## config.mk

```make
export PLATFORM = sky130hd
export DESIGN_NAME = sdpa_arbiter
export DESIGN_NICKNAME = d
export VERILOG_FILES = /design/src/logic/sdpa_pkg.sv /design/src/logic/sdpa_arbiter.sv
export VERILOG_INCLUDE_DIRS = /design/src /design/src/logic
export SDC_FILE = /design/constraint.sdc
export NUM_CORES = 1
export LEC_CHECK = 0
export ABC_AREA = 1
export BUFFER_PORTS_ARGS = -buffer_cell sky130_fd_sc_hd__buf_2
export CORE_AREA = 2 2 137 139
export DETAILED_ROUTE_END_ITERATION = 10
export DIE_AREA = 0 0 139 141
export PLACE_DENSITY = 0.69
export SETUP_SLACK_MARGIN = 0.1
export SYNTH_ARGS = -nofsm -noshare
export SYNTH_HDL_FRONTEND = slang
export SYNTH_SLANG_ARGS = --single-unit
```

## constraint.sdc

```tcl
create_clock -name mclk -period 1.8 [get_ports mclk]
set_input_delay 0.18 -clock mclk [delete_from_list [all_inputs] [get_ports mclk]]
set_output_delay 0.18 -clock mclk [all_outputs]
set_load 0.01 [all_outputs]
```

## src/logic/sdpa_cfg.svh

```systemverilog
`ifndef SDPA_CFG_SVH
`define SDPA_CFG_SVH

// ==========================================================================
// Host ports and link
// ==========================================================================
`define SDPA_PORTS 4
`define SDPA_RES_DISK 0
`define SDPA_RES_PRN 1
`define SDPA_STAT_BIT 7

// ==========================================================================
// Device numbers inside the unit's I/O window
// ==========================================================================
`define SDPA_OFS_DISK_STATUS 10'h280
`define SDPA_OFS_DISK_TRACK 10'h282
`define SDPA_OFS_DISK_SECTOR 10'h284
`define SDPA_OFS_DISK_DATA 10'h286
`define SDPA_OFS_DRIVE_CTRL 10'h288
`define SDPA_OFS_PRN_DATA 10'h28A
`define SDPA_OFS_PRN_CTRL 10'h28C
`define SDPA_OFS_DISK_SET 10'h28E
`define SDPA_OFS_DISK_CLR 10'h290
`define SDPA_OFS_PRN_SET 10'h292
`define SDPA_OFS_PRN_CLR 10'h294

// ==========================================================================
// Reset values and timing
// ==========================================================================
`define SDPA_RING_RST 4'h1
`define SDPA_DRVCTL_RST 8'h00
`define SDPA_CLK_NS 10
`define SDPA_PRECOMP_NS 150
`define SDPA_PRECOMP_CYC ((`SDPA_PRECOMP_NS + `SDPA_CLK_NS - 1) / `SDPA_CLK_NS)

`endif

```

## src/logic/sdpa_pkg.sv

```systemverilog
// ==========================================================================
// Shared types
// ==========================================================================
package sdpa_pkg;

  // Address captured in the address phase
  typedef struct packed {
    logic window;
    logic [6:0] addr;
  } sdpa_addr_s;

  // Drive control register layout, bit 7 down to bit 0
  typedef struct packed {
    logic ready_override;
    logic unused6;
    logic density_select;
    logic unused4;
    logic precomp_en;
    logic motor1;
    logic motor0;
    logic drive_sel;
  } sdpa_drvctl_s;

endpackage

```

## src/logic/sdpa_arbiter.sv

```systemverilog
`timescale 1ns/100ps
`include "sdpa_cfg.svh"
// ==========================================================================
// Overview of operation
// [RULE1] Four host ports, each with disk/printer claims
// [RULE2] Free resource goes to the claiming host
// [RULE3] Host releases by clearing its claim flag
// [RULE4] Lamps show current disk and printer owners
// [RULE5] Shared 8-bit multiplexed address/data link
// [RULE6] Latch strobe captures select and A1-A7
// [RULE7] Per-port host reset clears port interface
// [RULE8] Per port: disk irq, printer irq, DMA
// [RULE9] Host or unit reset clears claim flags
// [RULE10] Write 28E sets, 290 clears disk claim
// [RULE11] Write 292 sets, 294 clears printer claim
// [RULE12] Read 28E: bit7 low when disk granted
// [RULE13] Read 292: bit7 low when printer granted
// [RULE14] Resource drivers enabled only for granted port
// [RULE15] Two independent four-position scanning arbiters
// [RULE16] Scan stops on set flag, grants port
// [RULE17] Grant held until flag clears, then rescan
// [RULE18] Disk register decode 280 to 288
// [RULE19] Bit0 picks drive; selected only motor on
// [RULE20] Bits 1,2 switch motors; 4,6 unused
// [RULE21] Bit3 enables 150 ns write precompensation
// [RULE22] Bit5 density; bit7 forces ready true
// [RULE23] Select qualifies only the 280-2FE window
// [RULE24] Idle scan advances one port per clock
module sdpa_arbiter
  import sdpa_pkg::*;
(
  input wire logic mclk,
  input wire logic resetn,
  input wire logic [3:0] host_reset,
  input wire logic [3:0][7:0] host_link_bus_in,
  output logic [3:0][7:0] host_link_bus_out,
  output logic [3:0] host_link_bus_oe,
  input wire logic [3:0] link_addr_latch_strobe,
  input wire logic [3:0] peripheral_select_n,
  input wire logic [3:0] link_read_strobe,
  input wire logic [3:0] link_write_strobe,
  output logic [3:0] disk_irq_out,
  output logic [3:0] printer_irq_out,
  output logic [3:0] disk_dma_req,
  output logic [3:0] disk_owner_lamp,
  output logic [3:0] printer_owner_lamp,
  output logic disk_cs,
  output logic [1:0] disk_addr,
  output logic disk_rd,
  output logic disk_wr,
  output logic [7:0] disk_wdata,
  input wire logic [7:0] disk_rdata,
  input wire logic disk_irq_in,
  input wire logic disk_drq_in,
  output logic printer_data_cs,
  output logic printer_ctrl_cs,
  output logic printer_rd,
  output logic printer_wr,
  output logic [7:0] printer_wdata,
  input wire logic [7:0] printer_rdata,
  input wire logic printer_irq_in,
  output logic [1:0] drive_select_out,
  output logic [1:0] motor_on,
  output logic density_select,
  output logic precomp_en,
  input wire logic drive_ready_in,
  output logic fdc_ready,
  input wire logic wd_pulse_in,
  input wire logic wd_early_in,
  input wire logic wd_late_in,
  output logic drive_wd_out
);

  localparam int PC = `SDPA_PRECOMP_CYC;
  localparam int WDW = 2 * PC + 1;

  // ========================================================================
  // Decode helpers
  // ========================================================================
  // Exact device number inside the window
  function automatic logic sdpa_hit(sdpa_addr_s a, logic [9:0] ofs);
    return a.window && (a.addr == ofs[7:1]);
  endfunction

  // Any of the four disk controller registers
  function automatic logic sdpa_disk_hit(sdpa_addr_s a);
    logic [9:0] b;
    b = `SDPA_OFS_DISK_STATUS;
    return a.window && (a.addr[6:2] == b[7:3]);
  endfunction

  // One-hot owner to port number
  function automatic logic [1:0] sdpa_idx(logic [3:0] oh);
    logic [1:0] i;
    i = 2'h0;
    for (int k = 0; k < `SDPA_PORTS; k++)
      if (oh[k])
        i = 2'(k);
    return i;
  endfunction

  // ========================================================================
  // Address phase and strobe edges
  // ========================================================================
  sdpa_addr_s [3:0] lat;
  logic [3:0] wr_q;
  logic [3:0] wr_edge;

  // Claim and drive control writes act once, on the rising write strobe
  assign wr_edge = link_write_strobe & ~wr_q;

  // Latch select and A1-A7; a host reset forgets the address
  always_ff @(posedge mclk or negedge resetn)
  begin
    if (!resetn)
      lat <= '0;
    else
      for (int p = 0; p < `SDPA_PORTS; p++)
      begin
        if (host_reset[p])
          lat[p] <= '0; // RULE7
        else if (link_addr_latch_strobe[p])
        begin
          lat[p].window <= !peripheral_select_n[p]; // RULE23
          lat[p].addr <= host_link_bus_in[p][7:1]; // RULE5 RULE6
        end
      end
  end

  // Previous write strobe level
  always_ff @(posedge mclk or negedge resetn)
  begin
    if (!resetn)
      wr_q <= '0;
    else
      wr_q <= link_write_strobe & ~host_reset;
  end

  // ========================================================================
  // Claim flags
  // ========================================================================
  logic [1:0][3:0] claim; // RULE1

  // Host reset has priority; set and clear use different numbers
  always_ff @(posedge mclk or negedge resetn)
  begin
    if (!resetn)
      claim <= '0; // RULE9
    else
      for (int p = 0; p < `SDPA_PORTS; p++)
      begin
        if (host_reset[p])
        begin
          claim[`SDPA_RES_DISK][p] <= 1'b0; // RULE9
          claim[`SDPA_RES_PRN][p] <= 1'b0;
        end
        else if (wr_edge[p])
        begin
          if (sdpa_hit(lat[p], `SDPA_OFS_DISK_SET))
            claim[`SDPA_RES_DISK][p] <= 1'b1; // RULE10
          if (sdpa_hit(lat[p], `SDPA_OFS_DISK_CLR))
            claim[`SDPA_RES_DISK][p] <= 1'b0; // RULE10 RULE3
          if (sdpa_hit(lat[p], `SDPA_OFS_PRN_SET))
            claim[`SDPA_RES_PRN][p] <= 1'b1; // RULE11
          if (sdpa_hit(lat[p], `SDPA_OFS_PRN_CLR))
            claim[`SDPA_RES_PRN][p] <= 1'b0; // RULE11 RULE3
        end
      end
  end

  // ========================================================================
  // Scanning arbiters, one per resource
  // ========================================================================
  wire [1:0][3:0] ring_w;
  wire [1:0][3:0] grant_now;

  for (genvar r = 0; r < 2; r++)
  begin : g_arb
    logic [3:0] ring;

    // Stop on a set flag, else rotate one port a clock
    always_ff @(posedge mclk or negedge resetn)
    begin
      if (!resetn)
        ring <= `SDPA_RING_RST;
      else if (!(|(ring & claim[r]))) // RULE16 RULE17 RULE3
        ring <= {ring[2:0], ring[3]}; // RULE24 RULE15
    end

    assign ring_w[r] = ring;
    assign grant_now[r] = ring & claim[r]; // RULE2 RULE16
  end

  // Owner lamps double as bus driver enables
  always_ff @(posedge mclk or negedge resetn)
  begin
    if (!resetn)
    begin
      disk_owner_lamp <= '0;
      printer_owner_lamp <= '0;
    end
    else
    begin
      disk_owner_lamp <= grant_now[`SDPA_RES_DISK]; // RULE4
      printer_owner_lamp <= grant_now[`SDPA_RES_PRN]; // RULE4
    end
  end

  // ========================================================================
  // Resource buses, routed from the owner only
  // ========================================================================
  logic [1:0] d_i;
  logic [1:0] p_i;
  logic d_any;
  logic p_any;
  logic d_reg;
  logic p_reg;

  assign d_i = sdpa_idx(disk_owner_lamp);
  assign p_i = sdpa_idx(printer_owner_lamp);
  assign d_any = |disk_owner_lamp;
  assign p_any = |printer_owner_lamp;
  assign d_reg = d_any && sdpa_disk_hit(lat[d_i]); // RULE18
  assign p_reg = p_any && (sdpa_hit(lat[p_i], `SDPA_OFS_PRN_DATA) ||
                           sdpa_hit(lat[p_i], `SDPA_OFS_PRN_CTRL));

  // Disk controller strobes pass through for one cycle of latency
  always_ff @(posedge mclk or negedge resetn)
  begin
    if (!resetn)
    begin
      disk_cs <= 1'b0;
      disk_addr <= 2'h0;
      disk_rd <= 1'b0;
      disk_wr <= 1'b0;
      disk_wdata <= 8'h00;
    end
    else
    begin
      disk_cs <= d_reg; // RULE14
      disk_addr <= lat[d_i].addr[1:0]; // RULE18
      disk_rd <= d_reg && link_read_strobe[d_i];
      disk_wr <= d_reg && link_write_strobe[d_i];
      disk_wdata <= host_link_bus_in[d_i];
    end
  end

  // Printer strobes; registers behind them live elsewhere
  always_ff @(posedge mclk or negedge resetn)
  begin
    if (!resetn)
    begin
      printer_data_cs <= 1'b0;
      printer_ctrl_cs <= 1'b0;
      printer_rd <= 1'b0;
      printer_wr <= 1'b0;
      printer_wdata <= 8'h00;
    end
    else
    begin
      printer_data_cs <= p_any && sdpa_hit(lat[p_i], `SDPA_OFS_PRN_DATA); // RULE14
      printer_ctrl_cs <= p_any && sdpa_hit(lat[p_i], `SDPA_OFS_PRN_CTRL);
      printer_rd <= p_reg && link_read_strobe[p_i];
      printer_wr <= p_reg && link_write_strobe[p_i];
      printer_wdata <= host_link_bus_in[p_i];
    end
  end

  // ========================================================================
  // Host read data and returned signals
  // ========================================================================
  // Only status reads and register reads by the resource owner drive the bus
  always_ff @(posedge mclk or negedge resetn)
  begin
    if (!resetn)
    begin
      host_link_bus_out <= '0;
      host_link_bus_oe <= '0;
    end
    else
      for (int p = 0; p < `SDPA_PORTS; p++)
      begin
        host_link_bus_out[p] <= 8'h00;
        host_link_bus_oe[p] <= 1'b0;
        if (link_read_strobe[p] && !host_reset[p])
        begin
          if (sdpa_hit(lat[p], `SDPA_OFS_DISK_SET))
          begin
            host_link_bus_out[p][`SDPA_STAT_BIT] <= !disk_owner_lamp[p]; // RULE12
            host_link_bus_oe[p] <= 1'b1;
          end
          else if (sdpa_hit(lat[p], `SDPA_OFS_PRN_SET))
          begin
            host_link_bus_out[p][`SDPA_STAT_BIT] <= !printer_owner_lamp[p]; // RULE13
            host_link_bus_oe[p] <= 1'b1;
          end
          else if (disk_owner_lamp[p] && sdpa_disk_hit(lat[p]))
          begin
            host_link_bus_out[p] <= disk_rdata; // RULE14 RULE18
            host_link_bus_oe[p] <= 1'b1;
          end
          else if (printer_owner_lamp[p] && p_reg && (p_i == 2'(p)))
          begin
            host_link_bus_out[p] <= printer_rdata; // RULE14
            host_link_bus_oe[p] <= 1'b1;
          end
        end
      end
  end

  // Requests reach only the port that owns the resource
  always_ff @(posedge mclk or negedge resetn)
  begin
    if (!resetn)
    begin
      disk_irq_out <= '0;
      printer_irq_out <= '0;
      disk_dma_req <= '0;
    end
    else
    begin
      disk_irq_out <= disk_owner_lamp & {4{disk_irq_in}}; // RULE8
      printer_irq_out <= printer_owner_lamp & {4{printer_irq_in}}; // RULE8
      disk_dma_req <= disk_owner_lamp & {4{disk_drq_in}}; // RULE8
    end
  end

  // ========================================================================
  // Drive control register
  // ========================================================================
  sdpa_drvctl_s drvctl;

  // Written only by the disk owner
  always_ff @(posedge mclk or negedge resetn)
  begin
    if (!resetn)
      drvctl <= `SDPA_DRVCTL_RST;
    else if (d_any && wr_edge[d_i] && sdpa_hit(lat[d_i], `SDPA_OFS_DRIVE_CTRL))
      drvctl <= host_link_bus_in[d_i]; // RULE18
  end

  // Drive lines; a drive with its motor off is never selected
  always_ff @(posedge mclk or negedge resetn)
  begin
    if (!resetn)
    begin
      drive_select_out <= 2'h0;
      motor_on <= 2'h0;
      density_select <= 1'b0;
      precomp_en <= 1'b0;
      fdc_ready <= 1'b0;
    end
    else
    begin
      drive_select_out[0] <= !drvctl.drive_sel && drvctl.motor0; // RULE19
      drive_select_out[1] <= drvctl.drive_sel && drvctl.motor1; // RULE19
      motor_on <= {drvctl.motor1, drvctl.motor0}; // RULE20
      density_select <= drvctl.density_select; // RULE22
      precomp_en <= drvctl.precomp_en; // RULE21
      fdc_ready <= drvctl.ready_override || (drive_ready_in && // RULE22
                   (drvctl.drive_sel ? drvctl.motor1 : drvctl.motor0)); // RULE19
    end
  end

  // ========================================================================
  // Write precompensation
  // ========================================================================
  logic [WDW-1:0] wd_line;
  logic [WDW-1:0] next_wd_line;

  // Nominal pulses sit one shift late so early ones can lead them
  always_comb
  begin
    next_wd_line = {1'b0, wd_line[WDW-1:1]};
    if (wd_pulse_in)
    begin
      if (drvctl.precomp_en && wd_early_in)
        next_wd_line[0] = 1'b1; // RULE21
      else if (drvctl.precomp_en && wd_late_in)
        next_wd_line[2*PC] = 1'b1;
      else
        next_wd_line[PC] = 1'b1;
    end
  end

  always_ff @(posedge mclk or negedge resetn)
  begin
    if (!resetn)
    begin
      wd_line <= '0;
      drive_wd_out <= 1'b0;
    end
    else
    begin
      wd_line <= next_wd_line;
      drive_wd_out <= wd_line[0];
    end
  end

  wire d_set0 = wr_edge[0] && !host_reset[0] && sdpa_hit(lat[0], `SDPA_OFS_DISK_SET);
  wire d_st0 = link_read_strobe[0] && !host_reset[0] && sdpa_hit(lat[0], `SDPA_OFS_DISK_SET);
endmodule // sdpa_arbiter

```

==> reports/results.tsv <==
metric	value	unit
setup TNS	-0.0604	ns
Tot GR Track Use	0.235	
worst-path fanout max	9	
Crit Path Category	reg2reg	
Mapped Avg Cell Area	9.26	um^2
Synth Warn #	0	
critical path arrival	2.15	ns
WP data required	2.12	ns
post-synth cell types	36	
type of the most critical hold path	in2reg	
Final Util	0.563	
Starting Density	0.410	
CP Launch Type	flip-flop	
mux contribution to synthesized area	0	
RSZ-0062 raised after global routing	true	
critical path capture point type	flip-flop	
Yosys top cell by area	dfrtp_1	
clock sink count	178	
cell count after synthesis	808	
Worst Setup Slack, final	-0.0253	ns
most frequent cells after synthesis	dfrtp_1, inv_1, nand2_1, o21ai_0, a21oi_1	
count leader, synth	dfrtp_1	
final setup fails	5	
DR top layer	met4	
first-pass GRT wire length	35400	um
compound-gate portion of the synthesized area	0.158	
Placer Congestion	0.946	
placed wire-length estimate	16900	um
number of max-cap violations	0	
die height	141	um
Mapped Nets	885	
vias in the first global route	6461	
area of the core	18300	um^2
Async SR Flop Fraction	1.00	
Worst-Margin Slew	0.534	ns
WL/cell	17.9	um
initial antenna violation count	0	
fillers	1620	
Die Wd	139	um
final net count	1130	
peak supply drop	0.676	mV
Peak Freq	0.548	GHz
sequential cell area fraction in the yosys report	0.596	
Via density	5.19	
Routed met2 length	10900	um
Final ANT Viol Nets	0	
CTS tree	done	
LEAKAGE	0.00532	uW
1st-pass router iterations	5	
WL met3	1960	um
M1 wire length	9870	um
Tmin final	1.83	ns
Synth area leaders	dfrtp_1, inv_1, o21ai_0	
xor-xnor portion of the synthesized cell area	0	
Placement Rows	50	
Seq cells post-synth	178	
Worst-path clk slew	0.08	ns
Synth top area share	0.589	
Post-synth EDFFs	0	
clk buf depth	2	
CTS HTree Levels	4	
Final Cycle Share	1.01	
die area	19600	um^2
P&R area growth vs syn	37.6	%
Top Ports	166	
Synth Area in Simple Gates	0.156	
largest net degree at the start of global routing	52	
Residual DRC	0	
Slew Limit Fails	0	
synthesized area	7480	um^2
# port buffers	165	
largest family of logic cells by synthesized area	compound AO/OA/AOI/OAI gates	
overall power	8600	uW
Remaining Overflow, GRT	0	
Synth Area in Adders	0	
Final Routed Wirelength	23200	um
power density cells	836	nW/um^2
insertion delay to the later sink of the worst-skew pair	0.45	ns
Rel. slew slack	0.644	
final hold violation count	0	
drt first-iter violations	649	
failing checks	negative setup slack	
clock root buffer	clkbuf_16	
Vias	6752	
ys flop type	dfrtp_1	
final clock skew	0.0110	ns
layout cell share with drive strength beyond 1	0.361	
status	complete, but fails checks	
CTS buffer count	17	
## cells in the final DEF, fill, tap and decap left out, types with 3 or more instances in the layout
| cell | n |
|---|---|
| o21ai_0 | 68 |
| buf_6 | 6 |
| inv_8 | 4 |
| dfrtp_1 | 173 |
| buf_4 | 56 |
| nand3_1 | 40 |
| nand2_4 | 3 |
| nor2_4 | 12 |
| dfrtp_2 | 3 |
| clkinv_8 | 4 |
| nand4_1 | 10 |
| o32ai_1 | 6 |
| a21oi_2 | 20 |
| nor2_1 | 42 |
| o211ai_1 | 6 |
| nor2_2 | 10 |
| inv_1 | 125 |
| nand2_2 | 12 |
| o22ai_1 | 42 |
| nand2_1 | 82 |
| inv_6 | 4 |
| inv_2 | 12 |
| nor3_1 | 7 |
| or2_2 | 6 |
| nand3_2 | 23 |
| o22ai_2 | 3 |
| dlygate4sd3_1 | 19 |
| buf_2 | 164 |
| nor4_1 | 3 |
| buf_12 | 5 |
| clkbuf_16 | 20 |
| a21oi_1 | 48 |
## critical path, stage by stage (launching register included)
cell	delay (ns)
dfrtp_2	0.46
nor2_4	0.25
nand2_2	0.12
inv_2	0.08
nand2_2	0.06
nand2_2	0.08
nor2_4	0.05
nand3_2	0.10
nand2_4	0.12
clkbuf_16	0.19
a21oi_1	0.13
a21oi_1	0.08
## registers in the layout (all words and copies together) (netlist names), 2 cells and up
name	flops
disk_irq_out	4
disk_owner_lamp	4
wd_line	31
printer_irq_out	4
g_arb.ring	8
disk_dma_req	4
disk_addr	2
drive_select_out	2
printer_wdata	8
motor_on	2
host_link_bus_out	32
drvctl	6
wr_q	4
host_link_bus_oe	4
claim	8
disk_wdata	8
printer_owner_lamp	4
lat	32
## power breakdown
part / leakage (uW) / total (uW) / switching (uW) / internal (uW)
clock: 0.000298 / 3830 / 1820 / 2010
sequential: 0.00237 / 4130 / 51.5 / 4080
combinational: 0.00265 / 639 / 403 / 236
## per-stage QoR
step | cells | hold WS [ns] | cell area (um^2) | setup slack [ns]
after floorplan | 808 | -0.116 | 7480 | 0.138
after global placement | 1234 | 0.171 | 8910 | 0.0359
after detailed placement | 1234 | 0.170 | 8910 | -0.0102
after CTS | 1290 | 0.00131 | 9830 | 0.0722
after global routing | 1300 | 0.0182 | 10300 | -0.114
final | 1301 | 0.00528 | 10300 | -0.0253
## path summary, 6_finish.rpt
kind | startpoint | end | slack, ns | cells past startpoint
max | printer_owner_lamp[2] | host_link_bus_oe[1] | -0.03 | 11
min | host_link_bus_in[12] | printer_wdata[4] | 0.005 | 3
max reg2reg | printer_owner_lamp[2] | host_link_bus_oe[1] | -0.03 | 11
min reg2reg | wd_line[14] | wd_line[13] | 0.35 | 0
max in group asynchronous | resetn | disk_owner_lamp[3] | 0.84 | 3
min in group asynchronous | resetn | host_link_bus_out[19] | 0.25 | 2
## logic make-up after synthesis
logic type	count (synthesis)
flops	178
compound gates	207
buf+inv	167
simple gates	256
## final cells by class
cell class                      count  area, um^2  share of cell area
Clock inverter                     15         191              0.0186
Inverter                          140         531              0.0516
Sequential cell                   178        4460               0.433
Antenna cell                        1        2.50            0.000243
Tap cell                          234         293              0.0284
Clock buffer                       17         425              0.0413
Multi-Input combinational cell    463        2710               0.264
Timing Repair Buffer              253        1670               0.163
## timing repair
action	4_1_cts	5_1_grt
gates resized for setup	23	85
endpoints found under the hold margin	70	0
setup endpoints to repair	45	48
setup buffers	5	7
pin swaps	6	21
gates cloned	0	3
hold buffers	19	0
## routing by layer
metal  GRT usage  up-vias
li1            -     3186
met1       0.324     3193
met2       0.368      336
met3      0.0533       37
met4      0.0829        0
met5           0        -
No activity file was read; power rests on OpenSTA's default activity.
